[src/inc/sleep_consts.vh]
// Constants for the sleep and wake-up controller: register map, fields,
// wake sources and timing counts.
// Assumes it is included by bare name from the design files.
`ifndef SLEEP_CONSTS_VH
`define SLEEP_CONSTS_VH
// Register byte addresses on the Avalon slave.
`define REG_CTRL 4'h0
`define REG_STAT 4'h4
`define REG_WAKE_EN 4'h8
`define REG_IO 4'hC
// Control register fields.
`define CTRL_SOFT_EN 0
`define CTRL_GIE 1
`define CTRL_PERIPHERAL_IRQ_ENABLE 2
`define CTRL_CRYSTAL 3
`define CTRL_KICK 4
// Status register fields.
`define STAT_PD_N 0
`define STAT_TO_N 1
`define STAT_ASLEEP 2
`define STAT_OST 3
// Wake source indices.
`define SRC_T1 0
`define SRC_CAP 1
`define SRC_AD 2
`define SRC_EE 3
`define SRC_CMP 4
`define SRC_PORT 5
`define SRC_EXT 6
`define NUM_SRC 7
// Peripheral sources are gated by the peripheral enable.
`define PERIPH_MASK 7'h1F
// Interrupt vector address.
`define IRQ_VECTOR 13'h0004
// Start-up delay in oscillator periods.
`define OST_PERIODS 1024
`define WDT_WIDTH 16
`define WDT_LIMIT 16'h0200
`endif

[src/rtl/sleep_wakeup_control.v]
// Sleep and wake-up controller of the core with its Avalon register file.
// Assumes the core pulses sleep_instr for the sleep instruction and that
// the watchdog time base arrives as a one-cycle enable lf_tick.
`timescale 1ns/100ps
`default_nettype none
`include "sleep_consts.vh"
module sleep_wakeup_control #(
  parameter OST_COUNT = `OST_PERIODS, // Start-up delay in ticks.
  parameter [`WDT_WIDTH-1:0] WDT_LIMIT = `WDT_LIMIT, // Timeout count.
  parameter IO_WIDTH = 8 // Number of held pins.
) (
  input wire clk_sys, // System clock, 25 MHz.
  input wire rst_b, // Asynchronous power-on reset, active low.
  input wire [3:0] address, // Avalon byte address.
  input wire read, // Avalon read strobe.
  input wire write, // Avalon write strobe.
  input wire [31:0] writedata, // Avalon write data.
  input wire [3:0] byteenable, // Avalon byte lanes.
  output reg [31:0] readdata, // Avalon read data.
  output wire waitrequest, // Avalon stall.
  input wire sleep_instr, // Core executes sleep instruction.
  input wire kick_instr, // Core executes watchdog kick.
  input wire [12:0] pc, // Core program counter.
  input wire master_reset_pin, // External reset pin level.
  input wire watchdog_fuse_enable, // Fuse forcing the watchdog on.
  input wire lf_tick, // Low-frequency time base enable.
  input wire osc_tick, // Oscillator period enable for start-up.
  input wire [`NUM_SRC-1:0] irq_flag, // Wake-capable interrupt flags.
  input wire t1_async, // Timer one asynchronous mode.
  input wire ad_rc_clk, // A/D conversion on RC clock.
  input wire [IO_WIDTH-1:0] io_out_core, // Core pin output values.
  input wire [IO_WIDTH-1:0] io_oe_core, // Core pin enables.
  output reg [IO_WIDTH-1:0] io_out, // Held pin values.
  output reg [IO_WIDTH-1:0] io_oe, // Held pin enables.
  output reg osc_driver_en, // Oscillator driver enable.
  output reg core_clk_en, // Core clock enable.
  output reg device_reset, // Internal full reset pulse.
  output reg resume, // Resume pulse after wake.
  output reg take_vector, // Branch to interrupt vector.
  output reg [12:0] fetch_addr, // Prefetch address.
  output wire reset_pin_drive // Drive onto reset pin, never used.
);
  // One-hot states.
  localparam [3:0] S_RUN = 4'b0001;
  localparam [3:0] S_SLEEP = 4'b0010;
  localparam [3:0] S_OST = 4'b0100;
  localparam [3:0] S_WAKE = 4'b1000;

  reg [3:0] state_q; // Controller state.
  reg [3:0] state_d; // Next state.
  reg pd_n_q; // Powerdown flag, active low.
  reg to_n_q; // Timeout flag, active low.
  reg soft_en_q; // Software watchdog enable.
  reg gie_q; // Global interrupt enable.
  reg peripheral_irq_enable_q; // Peripheral interrupt enable.
  reg crystal_q; // Crystal mode selects start-up delay.
  reg [`NUM_SRC-1:0] wake_en_q; // Per-source wake enables.
  reg [10:0] ost_q; // Start-up timer count.
  reg wdt_wake_q; // Last wake came from watchdog.
  reg rd_ack_q; // Read data valid this cycle.
  wire wake_req; // Qualified interrupt pending.
  wire wdt_on; // Watchdog enabled.
  wire wdt_clear; // Clear watchdog count.
  wire wdt_run; // Watchdog may count.
  wire wdt_expired; // Watchdog reached its limit.
  wire sleep_go; // Sleep instruction really sleeps.
  wire sleep_nop; // Sleep instruction falls to no-op.
  wire [`WDT_WIDTH-1:0] wdt_count; // Watchdog count.
  wire kick_sw; // Software kick through register.

  // Watchdog power comes from the fuse or the soft enable.
  assign wdt_on = watchdog_fuse_enable | soft_en_q;
  assign wdt_expired = wdt_on && (wdt_count >= WDT_LIMIT);
  // Only the dedicated instruction can start sleep.
  assign sleep_go = (state_q == S_RUN) && sleep_instr && !wake_req;
  assign sleep_nop = (state_q == S_RUN) && sleep_instr && wake_req;
  assign kick_sw = write && (address == `REG_CTRL) && byteenable[0] &&
    writedata[`CTRL_KICK];
  // Sleep entry, wake and kicks restart the count; a no-op sleep does not.
  // The start-up timer borrows the ripple counter, so it stays cleared
  // for the whole delay and restarts from zero afterwards.
  assign wdt_clear = kick_instr | kick_sw | sleep_go |
    (state_q == S_OST) |
    (state_q == S_WAKE) | wdt_expired;
  // Counter is held while the start-up timer borrows it.
  assign wdt_run = wdt_on && (state_q != S_OST);
  // The watchdog reset is internal; the pin is never pulled.
  assign reset_pin_drive = 1'b0;
  assign waitrequest = read && !rd_ack_q;

  wake_gate u_gate (
    .flag(irq_flag),
    .enable(wake_en_q),
    .peripheral_irq_enable(peripheral_irq_enable_q),
    .t1_async(t1_async),
    .ad_rc_clk(ad_rc_clk),
    .asleep(state_q == S_SLEEP),
    .wake_req(wake_req)
  );

  wdt_counter #(.WIDTH(`WDT_WIDTH)) u_wdt (
    .clk_sys(clk_sys),
    .rst_b(rst_b),
    .tick(lf_tick),
    .clear(wdt_clear),
    .run(wdt_run),
    .count_q(wdt_count)
  );

  // Next state. An interrupt pending with the sleep instruction makes it a no-op,
  // because sleep_go needs wake_req low, so the sleep state is never entered.
  always @* begin
    state_d = state_q;
    case (state_q)
      S_RUN: begin
        if (sleep_go) begin
          state_d = S_SLEEP;
        end
      end
      S_SLEEP: begin
        if (wake_req || wdt_expired) begin
          state_d = crystal_q ? S_OST : S_WAKE;
        end
      end
      S_OST: begin
        if (ost_q == OST_COUNT - 1) begin
          state_d = S_WAKE;
        end
      end
      S_WAKE: begin
        state_d = S_RUN;
      end
      default: begin
        state_d = S_RUN;
      end
    endcase
  end

  // State register; the reset pin acts as a full reset in any state.
  always @(posedge clk_sys or negedge rst_b) begin
    if (!rst_b) begin
      state_q <= S_RUN;
    end else if (!master_reset_pin) begin
      state_q <= S_RUN;
    end else begin
      state_q <= state_d;
    end
  end

  // Start-up timer counts oscillator periods only in its own state.
  always @(posedge clk_sys or negedge rst_b) begin
    if (!rst_b) begin
      ost_q <= 11'h000;
    end else if (state_q != S_OST) begin
      ost_q <= 11'h000;
    end else if (osc_tick) begin
      ost_q <= ost_q + 11'h001;
    end
  end

  // Status flags. Power-up sets the powerdown flag; sleep entry clears
  // it and sets the timeout flag; a watchdog wake clears timeout.
  always @(posedge clk_sys or negedge rst_b) begin
    if (!rst_b) begin
      pd_n_q <= 1'b1;
      to_n_q <= 1'b1;
      wdt_wake_q <= 1'b0;
    end else if (sleep_go) begin
      pd_n_q <= 1'b0;
      to_n_q <= 1'b1;
      wdt_wake_q <= 1'b0;
    end else if (state_q == S_SLEEP && !wake_req && wdt_expired) begin
      to_n_q <= 1'b0;
      wdt_wake_q <= 1'b1;
    end else if (state_q == S_RUN && wdt_expired) begin
      // Awake timeout: internal reset marks the timeout flag.
      to_n_q <= 1'b0;
      pd_n_q <= 1'b1;
    end else if (kick_instr || kick_sw) begin
      to_n_q <= 1'b1;
      pd_n_q <= 1'b1;
    end
  end

  // Clock and oscillator control; the core clock stops in sleep.
  always @(posedge clk_sys or negedge rst_b) begin
    if (!rst_b) begin
      osc_driver_en <= 1'b1;
      core_clk_en <= 1'b1;
    end else begin
      osc_driver_en <= (state_d != S_SLEEP);
      core_clk_en <= (state_d == S_RUN);
    end
  end

  // Pins are frozen on sleep entry and follow the core only in the run state.
  always @(posedge clk_sys or negedge rst_b) begin
    if (!rst_b) begin
      io_out <= {IO_WIDTH{1'b0}};
      io_oe <= {IO_WIDTH{1'b0}};
    end else if (state_q == S_RUN) begin
      io_out <= io_out_core;
      io_oe <= io_oe_core;
    end
  end

  // Wake outputs. The prefetched address is PC plus one, so a resume
  // runs the next instruction; with global enable set the vector follows unless the watchdog woke it.
  always @(posedge clk_sys or negedge rst_b) begin
    if (!rst_b) begin
      fetch_addr <= 13'h0000;
      resume <= 1'b0;
      take_vector <= 1'b0;
      device_reset <= 1'b0;
    end else begin
      if (sleep_instr && state_q == S_RUN) begin
        fetch_addr <= pc + 13'h0001;
      end else if (take_vector) begin
        fetch_addr <= `IRQ_VECTOR;
      end
      resume <= (state_q == S_WAKE);
      take_vector <= (state_q == S_WAKE) && gie_q && !wdt_wake_q;
      device_reset <= !master_reset_pin ||
        (state_q == S_RUN && wdt_expired);
    end
  end

  // Register writes.
  always @(posedge clk_sys or negedge rst_b) begin
    if (!rst_b) begin
      soft_en_q <= 1'b0;
      gie_q <= 1'b0;
      peripheral_irq_enable_q <= 1'b0;
      crystal_q <= 1'b0;
      wake_en_q <= {`NUM_SRC{1'b0}};
    end else if (write && byteenable[0]) begin
      if (address == `REG_CTRL) begin
        soft_en_q <= writedata[`CTRL_SOFT_EN];
        gie_q <= writedata[`CTRL_GIE];
        peripheral_irq_enable_q <= writedata[`CTRL_PERIPHERAL_IRQ_ENABLE];
        crystal_q <= writedata[`CTRL_CRYSTAL];
      end else if (address == `REG_WAKE_EN) begin
        wake_en_q <= writedata[`NUM_SRC-1:0];
      end
    end
  end

  // Reads answer one cycle after the strobe; unmapped reads give zero.
  always @(posedge clk_sys or negedge rst_b) begin
    if (!rst_b) begin
      rd_ack_q <= 1'b0;
      readdata <= 32'h0000_0000;
    end else begin
      rd_ack_q <= read && !rd_ack_q;
      if (read && !rd_ack_q) begin
        case (address)
          `REG_CTRL: readdata <= {28'h000_0000, crystal_q, peripheral_irq_enable_q,
            gie_q, soft_en_q};
          `REG_STAT: readdata <= {28'h000_0000, state_q == S_OST,
            state_q == S_SLEEP, to_n_q, pd_n_q};
          `REG_WAKE_EN: readdata <= {25'h000_0000, wake_en_q};
          `REG_IO: readdata <= {16'h0000, wdt_count};
          default: readdata <= 32'h0000_0000;
        endcase
      end
    end
  end
endmodule
`default_nettype wire

[src/rtl/wake_gate.v]
// Gate of interrupt flags by their enables into one wake request.
// Assumes flags and enables are synchronous to the system clock.
`timescale 1ns/100ps
`default_nettype none
`include "sleep_consts.vh"
module wake_gate (
  input wire [`NUM_SRC-1:0] flag, // Raw interrupt flags.
  input wire [`NUM_SRC-1:0] enable, // Per-source enables.
  input wire peripheral_irq_enable, // Peripheral enable.
  input wire t1_async, // Timer one in asynchronous counter mode.
  input wire ad_rc_clk, // A/D uses its own RC clock.
  input wire asleep, // Core is asleep.
  output wire wake_req // Any gated source pending.
);
  wire [`NUM_SRC-1:0] gate; // Per-source qualification.
  wire [`NUM_SRC-1:0] live; // Sources able to fire now.
  // Peripheral sources need the peripheral enable; global enable ignored.
  assign gate = enable & (`PERIPH_MASK & {`NUM_SRC{peripheral_irq_enable}} |
    ~`PERIPH_MASK);
  // In sleep, clock-dependent modes cannot raise a flag.
  assign live = {`NUM_SRC{1'b1}} & ~({{(`NUM_SRC-3){1'b0}},
    asleep & ~ad_rc_clk, 1'b0, asleep & ~t1_async});
  assign wake_req = |(flag & gate & live);
endmodule
`default_nettype wire

[src/rtl/wdt_counter.v]
// Watchdog ripple counter, shared with the oscillator start-up timer.
// Assumes tick is a one-cycle enable from the low-frequency time base.
`timescale 1ns/100ps
`default_nettype none
`include "sleep_consts.vh"
module wdt_counter #(
  parameter WIDTH = `WDT_WIDTH // Counter width.
) (
  input wire clk_sys, // System clock.
  input wire rst_b, // Asynchronous reset, active low.
  input wire tick, // Time base enable pulse.
  input wire clear, // Synchronous clear.
  input wire run, // Counting allowed.
  output reg [WIDTH-1:0] count_q // Current count.
);
  // Clear has priority so every wake and kick restarts from zero.
  always @(posedge clk_sys or negedge rst_b) begin
    if (!rst_b) begin
      count_q <= {WIDTH{1'b0}};
    end else if (clear) begin
      count_q <= {WIDTH{1'b0}};
    end else if (run && tick) begin
      count_q <= count_q + {{(WIDTH-1){1'b0}}, 1'b1};
    end
  end
endmodule
`default_nettype wire

[config.mk]
export PLATFORM = sky130hd
export DESIGN_NAME = sleep_wakeup_control
export DESIGN_NICKNAME = d
export VERILOG_FILES = /design/src/rtl/sleep_wakeup_control.v /design/src/rtl/wake_gate.v /design/src/rtl/wdt_counter.v
export VERILOG_INCLUDE_DIRS = /design/src /design/src/inc
export SDC_FILE = /design/constraint.sdc
export NUM_CORES = 1
export LEC_CHECK = 0
export BUFFER_PORTS_ARGS = -buffer_cell sky130_fd_sc_hd__buf_2
export CAP_MARGIN = 20
export CORE_MARGIN = 4
export CORE_UTILIZATION = 45
export CTS_CLUSTER_SIZE = 16
export DETAILED_ROUTE_END_ITERATION = 7
export PLACE_DENSITY = 0.85
export SLEW_MARGIN = 20
export SYNTH_ARGS = -nofsm -noshare
export SYNTH_HDL_FRONTEND = slang
export SYNTH_SLANG_ARGS = --single-unit
[constraint.sdc]
create_clock -name clk_sys -period 2.2 [get_ports clk_sys]
set_clock_uncertainty 0.15 [all_clocks]
set_input_delay 0 -clock clk_sys [delete_from_list [all_inputs] [get_ports clk_sys]]
set_output_delay 0 -clock clk_sys [all_outputs]
set_load 0.05 [all_outputs]
==> results of run 1 <==
-- report_power, final --
part	leakage (nW)	internal (mW)	switching (mW)
clock network	0.0859	0.454	0.645
registers	1.25	1.95	0.132
logic	1.59	0.413	0.921
total	2.93	2.82	1.70
-- what timing repair did --
| item | in CTS | in global routing |
|---|---|---|
| setup buffers | 1 | 1 |
| cloned | 0 | 0 |
| endpoints found under the hold margin | 169 | 0 |
| endpoints found under the setup margin | 1 | 12 |
| hold buffers | 53 | 0 |
| pin swaps | 1 | 3 |
| gates resized for setup | 1 | 1 |
-- through the flow --
step	area [sq um]	std cells	hold slack, ns	util (%)	setup TNS, ns
2_1_floorplan	4590	440	-0.446	-	0
3_3_place_gp	5260	667	-0.143	53.8	0
3_5_place_dp	5260	667	-0.139	53.8	0
4_1_cts	6000	737	0.00493	61.4	0
5_1_grt	6020	739	0.0304	61.6	-0.0892
6_report	6020	739	-0.00584	61.6	0
-- routing by layer --
metal	GRT usage, %	wire length [um]	vias to the layer above
met4	10.5	518	0
met3	4.72	887	54
met1	26.6	4800	1895
met2	36.9	5980	222
li1	-	-	1796
met5	0	0	-
-- cell families after synthesis --
kind of cell               share of synthesized area, %
buffers and inverters                              5.47
other                                            0.0832
DFF                                                53.4
adders and majority gates                          1.11
muxes                                              5.64
AOI/OAI and AO/OA                                  9.05
and+or+nand+nor                                    19.4
xor gates and xnor gates                           5.83
-- worst max-delay path, stage by stage (launching register included) --
cell and delay (ns):
dfstp_2 0.42, or4b_4 0.58, o2111ai_4 0.22, nand4_4 0.15, buf_4 0.18, o31ai_1 0.28, a21oi_1 0.13
-- synthesized netlist by cell type, types with 3 or more instances --
library cell   n  area share [%]
dfrtp_1       91              51
nand2_1       72             6.0
nor2_1        34             2.8
xor2_1        22             4.3
o21ai_0       19             2.1
buf_4         18             3.0
clkbuf_1      14             1.2
nand3b_1      14             2.3
a22o_1        13             2.5
mux2_2        11             2.7
inv_1         10            0.83
and3_1         9             1.2
nand3_1        9             1.0
xnor2_1        8             1.6
nand4_1        7            0.97
nor3_1         6            0.67
a21oi_1        5            0.56
dfstp_2        5             2.9
a31oi_1        4            0.56
ha_1           4             1.1
mux2i_1        4            0.89
mux4_2         4             2.0
o31ai_1        4            0.67
and4_1         3            0.58
nand2b_1       3            0.42
nor4b_1        3            0.58
nor4b_2        3             1.0
-- area by class of cell --
type	count	area, sq um
sequential	96	2410
tap	133	166
fill	724	3750
clock buffer	10	138
inverter	10	37.5
antenna	1	2.50
multi-input combinational	299	1960
clock inverter	6	48.8
timing repair buffer	184	1250
-- worst paths after layout --
path                                     to            startpoint  slack, ns
max reg2reg                          pd_n_q            state_q[0]       0.01
min in group clk_sys                 to_n_q  watchdog_fuse_enable       0.06
min                        u_wdt.count_q[9]                 rst_b     -0.006
min reg2reg                       io_out[3]             io_out[3]       0.33
max in group asynchronous            to_n_q                 rst_b       1.25
max                                  pd_n_q            state_q[0]       0.01
-- state kept, by name, indices dropped and copies added, names as in the netlist, 4 cells and up --
signal	count
readdata	16
u_wdt.count_q	16
fetch_addr	13
ost_q	11
io_oe	8
io_out	8
wake_en_q	7
state_q	4
==> metrics.yaml, run 1 <==
status:
  status: "finished with violations"
  violations: "hold timing"
logic_synthesis:
  ys_seq_area_share_pct: 53.4
  synth-async-reset-ratio_pct: 100
  ys_warn_count: 0
  ys_types: 46
  ys.flop_type: "dfrtp_1"
  synth-edff-count: 0
  avgSynthCellArea_sq_um: 10.6
  netlist_instances: 424
  netlist_area_sq_um: 4510
  synth_seq_cells: 96
power_and_ir_drop:
  power.density_nw_per_um2: 750
  power_mw: 4.52
  leakagePower_nw: 2.93
  ir_drop_mv: 0.444
drt:
  vias_per_cell: 5.37
  drtPass1Iterations: 7
  wire_per_inst_um: 16.5
  drc: 0
  num_vias: 3967
  drt_iter0_markers: 307
  antenna_left: 0
  totalWireLength_um: 12200
flow_run:
  cap_violations: 0
die:
  start_util_pct: 46.1
  die_w_um: 108
  die-area_sq_um: 11700
  coreArea_sq_um: 9770
  ios: 156
  rows: 36
  die_height_um: 108
worst_setup_path:
  cp-end-kind: "flip-flop"
  critPathLaunchType: "flip-flop"
  critPathArrivalTime_ns: 2.33
  rr_worst_depth: 6
  crit_type: "reg2reg"
  required_ns: 2.34
  worstPathMaxFanout: 7
grt:
  grtUsageTotal_pct: 21.8
  antenna_found_initial: 1
  grt_pass1_wl_um: 20000
  grt_pass1_vias: 4113
  globalRouteOverflowTotal: 0
  grt_max_degree: 41
sta:
  rsz0062_at_grt: "true"
  max_freq_mhz: 457
  period_minus_slack_ns: 2.19
  worst_slack_ns: 0.0126
  finalCritPeriodShare_pct: 99.4
  hold_viol: 11
  setup_violations: 0
  final_max_slew_viol_count: 0
  tightest_slew_ns: 0.837
  max_slew_margin_pct: 44.2
  holdWs_ns: -0.00584
cts:
  htree_levels: 3
  numCtsBuffers: 9
  clk_latency_ns: 0.37
  cts_tree: "built"
  clk_pin_slew_worst_paths_ns: 0.10
  cts-root-buf: "clkbuf_8"
  clk_path_buf_depth: 2
  cts_num_sinks: 96
layout:
  drive_gt1_share_pct: 29.1
  area_delta_synth_final_pct: 33.6
  final_cell_mix: "109 x buf_2, 91 x dfrtp_1, 72 x nand2_1"
  final_common_cell: "buf_2"
  nNetsFinal: 692
hold_path:
  hold_path.class: "in2async"
placement:
  pre_cts_slack_ns: 0.0145
  hpwl_um: 7810
  io_buffers: 110
  globalplace.congestion: 0.879
(Power assumes the default switching activity.)
==> run 2, diff against run 1 <==
==> constraint.sdc (replaced) <==
create_clock -name clk_sys -period 2.2 [get_ports clk_sys]
set_clock_uncertainty 0.15 [all_clocks]
set_input_delay 0.22 -clock clk_sys [delete_from_list [all_inputs] [get_ports clk_sys]]
set_output_delay 0.22 -clock clk_sys [all_outputs]
set_load 0.05 [all_outputs]
==> run 2 against run 1 <==
Against the previous run: the run now ends clean; hold slack improved by 0.024 ns; register-to-register slack improved by 0.02 ns; first-iteration DRC count decreased by 18%; sequential share of layout area increased by 1.7 points; via count decreased by 5.8%; clock-buffer cell count increased by 3; core utilization decreased by 2.5 points; non-clock buffer count decreased by 29; combinational power decreased by 4%; wire length decreased by 11%; critical path type unchanged; critical endpoint is now u_wdt.count_q[3]; largest cell class unchanged.
==> metrics.yaml, run 2 (synthesis gave the netlist of run 1 again) <==
drt:
  drtPass1Iterations: 5  # -2
  wire_per_inst_um: 15.3  # -7.1%
  totalWireLength_um: 10900  # -11%
  num_vias: 3737  # -5.8%
  vias_per_cell: 5.26  # -2.0%
  drc: 0  # unchanged
  drt_iter0_markers: 251  # -18%
  antenna_left: 0  # unchanged
sta:
  hold_viol: 0  # -11
  tightest_slew_ns: 0.962  # +0.125 ns
  max_freq_mhz: 460  # +0.73%
  max_slew_margin_pct: 35.9  # -8.3 points
  worst_slack_ns: 0.0284  # +0.0159 ns
  setup_violations: 0  # unchanged
  period_minus_slack_ns: 2.17  # -0.0159 ns
  rsz0062_at_grt: "true"
  finalCritPeriodShare_pct: 98.7  # -0.72 points
  final_max_slew_viol_count: 0  # unchanged
die:
  ios: 156  # unchanged
  coreArea_sq_um: 9770  # unchanged
  die_w_um: 108  # unchanged
  die-area_sq_um: 11700  # unchanged
  rows: 36  # unchanged
  start_util_pct: 46.1  # unchanged
  die_height_um: 108  # unchanged
layout:
  nFillCells: 784  # +8.3%
  largest_registers: "readdata: 16 flops, u_wdt.count_q: 16 flops, fetch_addr: 13 flops"
  area_delta_synth_final_pct: 28.2
  final_common_cell: "buf_2"
  final_cell_area_sq_um: 5780  # -4.0%
  fin_cells: 710  # -3.9%
  utilization_pct: 59.1  # -2.5 points
  final_cell_mix: "109 x buf_2, 91 x dfrtp_1, 72 x nand2_1"
  nNetsFinal: 663  # -4.2%
  multiInputGateArea_sq_um: 1980  # +0.89%
  seq_area_sq_um: 2410  # unchanged
  drive_gt1_share_pct: 29.9  # +0.77 points
worst_setup_path:
  crit_type: "reg2reg"
  r2r_slack_ns: 0.03  # +0.02 ns
  critPathArrivalTime_ns: 2.27  # -0.06 ns
  required_ns: 2.30  # -0.04 ns
  critPathLaunchType: "flip-flop"
  worstPathMaxFanout: 16  # +9
  r2r_end: "u_wdt.count_q[3]"
  cp-end-kind: "flip-flop"
  timing.rr.start: "state_q[0]"
  rr_worst_depth: 6  # unchanged
placement:
  pre_cts_slack_ns: 0.0267  # +0.0122 ns
  hpwl_um: 7710  # -1.4%
  post-place-cells: 664  # -0.45%
  globalplace.congestion: 0.904  # +2.9%
  placed_area_sq_um: 5250  # -0.19%
  io_buffers: 110  # unchanged
cts:
  numCtsBuffers: 9  # unchanged
  cts_tree: "built"
  clk_latency_ns: 0.36  # about the same
  clk_pin_slew_worst_paths_ns: 0.09  # about the same
  cts-root-buf: "clkbuf_8"
  cts_num_sinks: 96  # unchanged
  clk_path_buf_depth: 2  # unchanged
  htree_levels: 3  # unchanged
power_and_ir_drop:
  leakagePower_nw: 2.82  # -3.5%
  seqPwrFrac_pct: 46.0  # about the same
  clock_power_share_pct: 25.5  # +1.2 points
  swShare_pct: 35.9  # -1.6 points
  internal-power_mw: 2.89  # +2.6%
  power_switching_mw: 1.62  # -4.4%
  power.density_nw_per_um2: 781  # +4.1%
  combPwrFrac_pct: 28.5  # -1.0 points
  ir_drop_mv: 0.527  # +19%
hold_path:
  whs_path_depth: 3
  hold_path.class: "in2reg"
  hold_end: "fetch_addr[9]"
  min_from: "pc[9]"
grt:
  globalRouteOverflowTotal: 0  # unchanged
  grt_pass1_vias: 3797  # -7.7%
  grt_max_degree: 41  # unchanged
  grt_pass1_wl_um: 18200  # -8.9%
  antenna_found_initial: 1  # unchanged
  grtUsageTotal_pct: 19.7  # -2.2 points
flow_run:
  cap_violations: 0  # unchanged
status:
  status: "completed"
run 2: changes by cell type in the layout (fill, tap and decap cells not counted), moves of 3 or more:
cell           delta
inv_6             -3
clkbuf_1          +3
clkinvlp_4        -3
dlygate4sd3_1    -26
buf_4             -5
run 2: metrics by stage:
step	hold WS, ns	setup TNS [ns]	total power, mW
6_report	0.0180	0	4.51
3_5_place_dp	0.0723	0	3.33
4_1_cts	0.00728	0	4.52
5_1_grt	0.0123	-0.887	4.73
3_3_place_gp	0.0589	0	3.29
2_1_floorplan	-0.226	0	2.98
run 2: worst max-delay path by stage:
stage,from,end,slack [ns],cells after the start
2_1_floorplan,state_q[2],u_wdt.count_q[14],0.04,7
3_3_place_gp,state_q[0],u_wdt.count_q[14],0.09,6
3_5_place_dp,state_q[0],pd_n_q,0.03,6
4_1_cts,state_q[0],pd_n_q,0.007,6
5_1_grt,state_q[0],u_wdt.count_q[3],-0.07,6
6_report,state_q[0],u_wdt.count_q[3],0.03,6
run 2: worst max-delay path, cell delays in order, from the launching register on:
cell and delay [ns]:
dfstp_2 0.40, or4b_4 0.60, o2111ai_4 0.23, nand4_4 0.19, o2111ai_4 0.25, buf_12 0.18, nor2_1 0.06
run 2: area by class of cell:
type,instances,area share (%)
Antenna cell,1,0.0433
Clock buffer,13,2.58
Clock inverter,3,0.758
Inverter,10,0.650
Multi-Input combinational cell,299,34.3
Sequential cell,96,41.7
Tap cell,133,2.88
Timing Repair Buffer,155,17.1
run 2: power groups by stage:
| stage | Combinational (mW) | Sequential, mW | Clock, mW |
|---|---|---|---|
| detailed placement | 1.23 | 2.10 | 0 |
| global route | 1.37 | 2.10 | 1.25 |
| CTS | 1.26 | 2.07 | 1.18 |
| finish | 1.28 | 2.08 | 1.15 |
| floorplan | 0.445 | 2.53 | 0 |
| global placement | 1.20 | 2.09 | 0 |
run 2: timing repair:
action                                  in CTS  in global routing
hold endpoints to repair                    68                  0
gates resized for setup                      0                  7
setup buffers                                0                  2
hold buffers                                27                  0
endpoints found under the setup margin       0                 18
run 2: layer usage:
metal	share of wire, %	track usage, %	vias up
met5	0	0	-
met4	2.0	7.84	0
met3	7.5	3.58	25
met2	49	32.9	166
met1	42	25.4	1818
li1	-	-	1728
==> run 3, diff against run 2 <==
--- a/config.mk
+++ b/config.mk
@@ -9,10 +9,10 @@
 export BUFFER_PORTS_ARGS = -buffer_cell sky130_fd_sc_hd__buf_2
 export CAP_MARGIN = 20
 export CORE_MARGIN = 4
-export CORE_UTILIZATION = 45
+export CORE_UTILIZATION = 49
 export CTS_CLUSTER_SIZE = 16
 export DETAILED_ROUTE_END_ITERATION = 7
-export PLACE_DENSITY = 0.85
+export PLACE_DENSITY = 0.87
 export SLEW_MARGIN = 20
 export SYNTH_ARGS = -nofsm -noshare
 export SYNTH_HDL_FRONTEND = slang
==> constraint.sdc (replaced) <==
create_clock -name clk_sys -period 2.7 [get_ports clk_sys]
set_clock_uncertainty 0.15 [all_clocks]
set_input_delay 0.27 -clock clk_sys [delete_from_list [all_inputs] [get_ports clk_sys]]
set_output_delay 0.27 -clock clk_sys [all_outputs]
set_load 0.05 [all_outputs]
==> run 3 against run 2 <==
Against the previous run: cell count is 5.9% lower; die area down 7.6%; maximum frequency shrank 9.3%; clock-buffer cell count decreased by 3; critical endpoint is now u_wdt.count_q[14]; largest cell class unchanged.
==> metrics.yaml, run 3 (synthesis gave the netlist of run 1 again) <==
drt:
  drtPass1Iterations: 4  # -1
  wire_per_inst_um: 16.1  # +5.1%
  vias_per_cell: 5.50  # +4.6%
  num_vias: 3677  # -1.6%
  antenna_left: 0  # unchanged
  drt_iter0_markers: 155  # -38%
  totalWireLength_um: 10800  # -1.1%
  drc: 0  # unchanged
grt:
  grt_pass1_wl_um: 18000  # -1.1%
  antenna_found_initial: 0  # -1
  grtUsageTotal_pct: 20.2  # +0.52 points
  grt_pass1_vias: 3797  # unchanged
  grt_max_degree: 76  # +85%
  globalRouteOverflowTotal: 0  # unchanged
die:
  ios: 156  # unchanged
  rows: 34  # -5.6%
  coreArea_sq_um: 8850  # -9.5%
  die-area_sq_um: 10800  # -7.6%
  die_w_um: 104  # -3.9%
  start_util_pct: 50.9  # +4.8 points
  die_height_um: 104  # -3.9%
sta:
  rsz0062_at_grt: "false"
  setup_tns_ns: 0  # unchanged
  tightest_slew_ns: 0.913  # -0.0484 ns
  period_minus_slack_ns: 2.40  # +0.224 ns
  holdWs_ns: 0.0204  # +0.00233 ns
  worst_slack_ns: 0.305  # +0.276 ns
  finalCritPeriodShare_pct: 88.7  # -10 points
  hold_viol: 0  # unchanged
  setup_violations: 0  # unchanged
  final_max_slew_viol_count: 0  # unchanged
  max_freq_mhz: 417  # -9.3%
  max_slew_margin_pct: 39.1  # +3.2 points
layout:
  final_cell_mix: "109 x buf_2, 91 x dfrtp_1, 72 x nand2_1"
  final_common_cell: "buf_2"
  largest_registers: "readdata: 16 flops, u_wdt.count_q: 16 flops, fetch_addr: 13 flops"
  drive_gt1_share_pct: 28.4  # -1.5 points
  fin_cells: 668  # -5.9%
  nNetsFinal: 647  # -2.4%
  diodes: 0  # -1
  area_delta_synth_final_pct: 23.3
cts:
  clk_pin_slew_worst_paths_ns: 0.10  # about the same
  htree_levels: 3  # unchanged
  cts_num_sinks: 96  # unchanged
  clk_latency_ns: 0.36  # about the same
  cts-root-buf: "clkbuf_8"
  clk_path_buf_depth: 2  # unchanged
  numCtsBuffers: 9  # unchanged
  cts_tree: "built"
worst_setup_path:
  r2r_slack_ns: 0.30  # +0.28 ns
  cp-end-kind: "flip-flop"
  required_ns: 2.79  # +0.49 ns
  critPathLaunchType: "flip-flop"
  crit_type: "reg2reg"
  worstPathMaxFanout: 16  # unchanged
  rr_worst_depth: 6  # unchanged
  critPathArrivalTime_ns: 2.48  # +0.21 ns
placement:
  hpwl_um: 7500  # -2.7%
  post-place-cells: 629  # -5.3%
  io_buffers: 110  # unchanged
  globalplace.congestion: 0.804  # -11%
  pre_cts_slack_ns: 0.201  # +0.174 ns
power_and_ir_drop:
  clock_power_share_pct: 27.7  # +2.2 points
  leakagePower_nw: 2.75  # -2.8%
  ir_drop_mv: 0.325  # -38%
  power_mw: 3.71  # -18%
  seqPwrFrac_pct: 45.5  # -0.5 points
  internal-power_mw: 2.39  # -17%
  swShare_pct: 35.6  # -0.36 points
  power.density_nw_per_um2: 668  # -14%
  power_switching_mw: 1.32  # -19%
  combPwrFrac_pct: 26.9  # -1.6 points
status:
  status: "completed"
hold_path:
  whs_path_depth: 2  # -1
  hold_path.class: "in2reg"
flow_run:
  cap_violations: 0  # unchanged
==> run 3: changes by cell type in the layout (fill, tap and decap cells not counted), moves of 2 or more <==
cell / before / now
buf_4: 16 / 7
clkbuf_1: 3 / 1
dlygate4sd3_1: 27 / 22
inv_6: 0 / 2
o2111ai_1: 0 / 2
o2111ai_4: 3 / 1
==> run 3: power by group through the flow <==
stage	sequential (mW)	clock, mW	combinational, mW
2_1_floorplan	2.06	0	0.356
3_3_place_gp	1.71	0	0.939
3_5_place_dp	1.71	0	0.964
4_1_cts	1.69	1.05	0.986
5_1_grt	1.71	1.11	1.07
6_report	1.69	1.03	0.998
==> run 3: repair_timing <==
action / CTS / global route
endpoints found under the setup margin: 0 / 6
gates resized for setup: 0 / 0
setup buffers: 0 / 1
hold buffers: 21 / 1
hold endpoints to repair: 89 / 1
==> run 3: worst paths after layout <==
| kind | end | from |
|---|---|---|
| setup / recovery | u_wdt.count_q[14] | state_q[1] |
| hold / removal | gie_q | writedata[1] |
| setup reg to reg | u_wdt.count_q[14] | state_q[1] |
| hold reg to reg | pd_n_q | pd_n_q |
| max in group asynchronous | fetch_addr[3] | rst_b |
| min in group asynchronous | io_oe[2] | rst_b |
==> run 3: final cells by class <==
cell class,count,area (sq um)
clock buffers,10,128
clock inverters,6,90.1
fillers,683,3290
inverters,10,37.5
multi-input cells,299,1920
flip-flops and latches,96,2410
well taps,108,135
repair buffers,139,838
==> run 3: stage by stage <==
step	cell area (sq um)	util (%)
after global placement	5100	57.6
after global routing	5560	62.8
after detailed placement	5100	57.6
after CTS	5530	62.5
final	5560	62.8
after floorplan	4570	-
==> run 3: worst max-delay path, stage by stage, from the launching register on <==
cell and delay (ns):
dfrtp_1 0.52, or4b_4 0.55, o2111ai_1 0.23, nand4_2 0.29, o2111ai_4 0.30, buf_12 0.17
nor2_1 0.06
==> run 3: routing by layer <==
metal	share of wire, %	wire length, um	vias to the layer above	GRT usage (%)
met5	0	0	-	0
met4	2.4	263	0	9.02
met3	7.3	783	23	4.28
met2	49	5270	155	32.9
met1	41	4440	1806	26.1
li1	-	-	1693	-
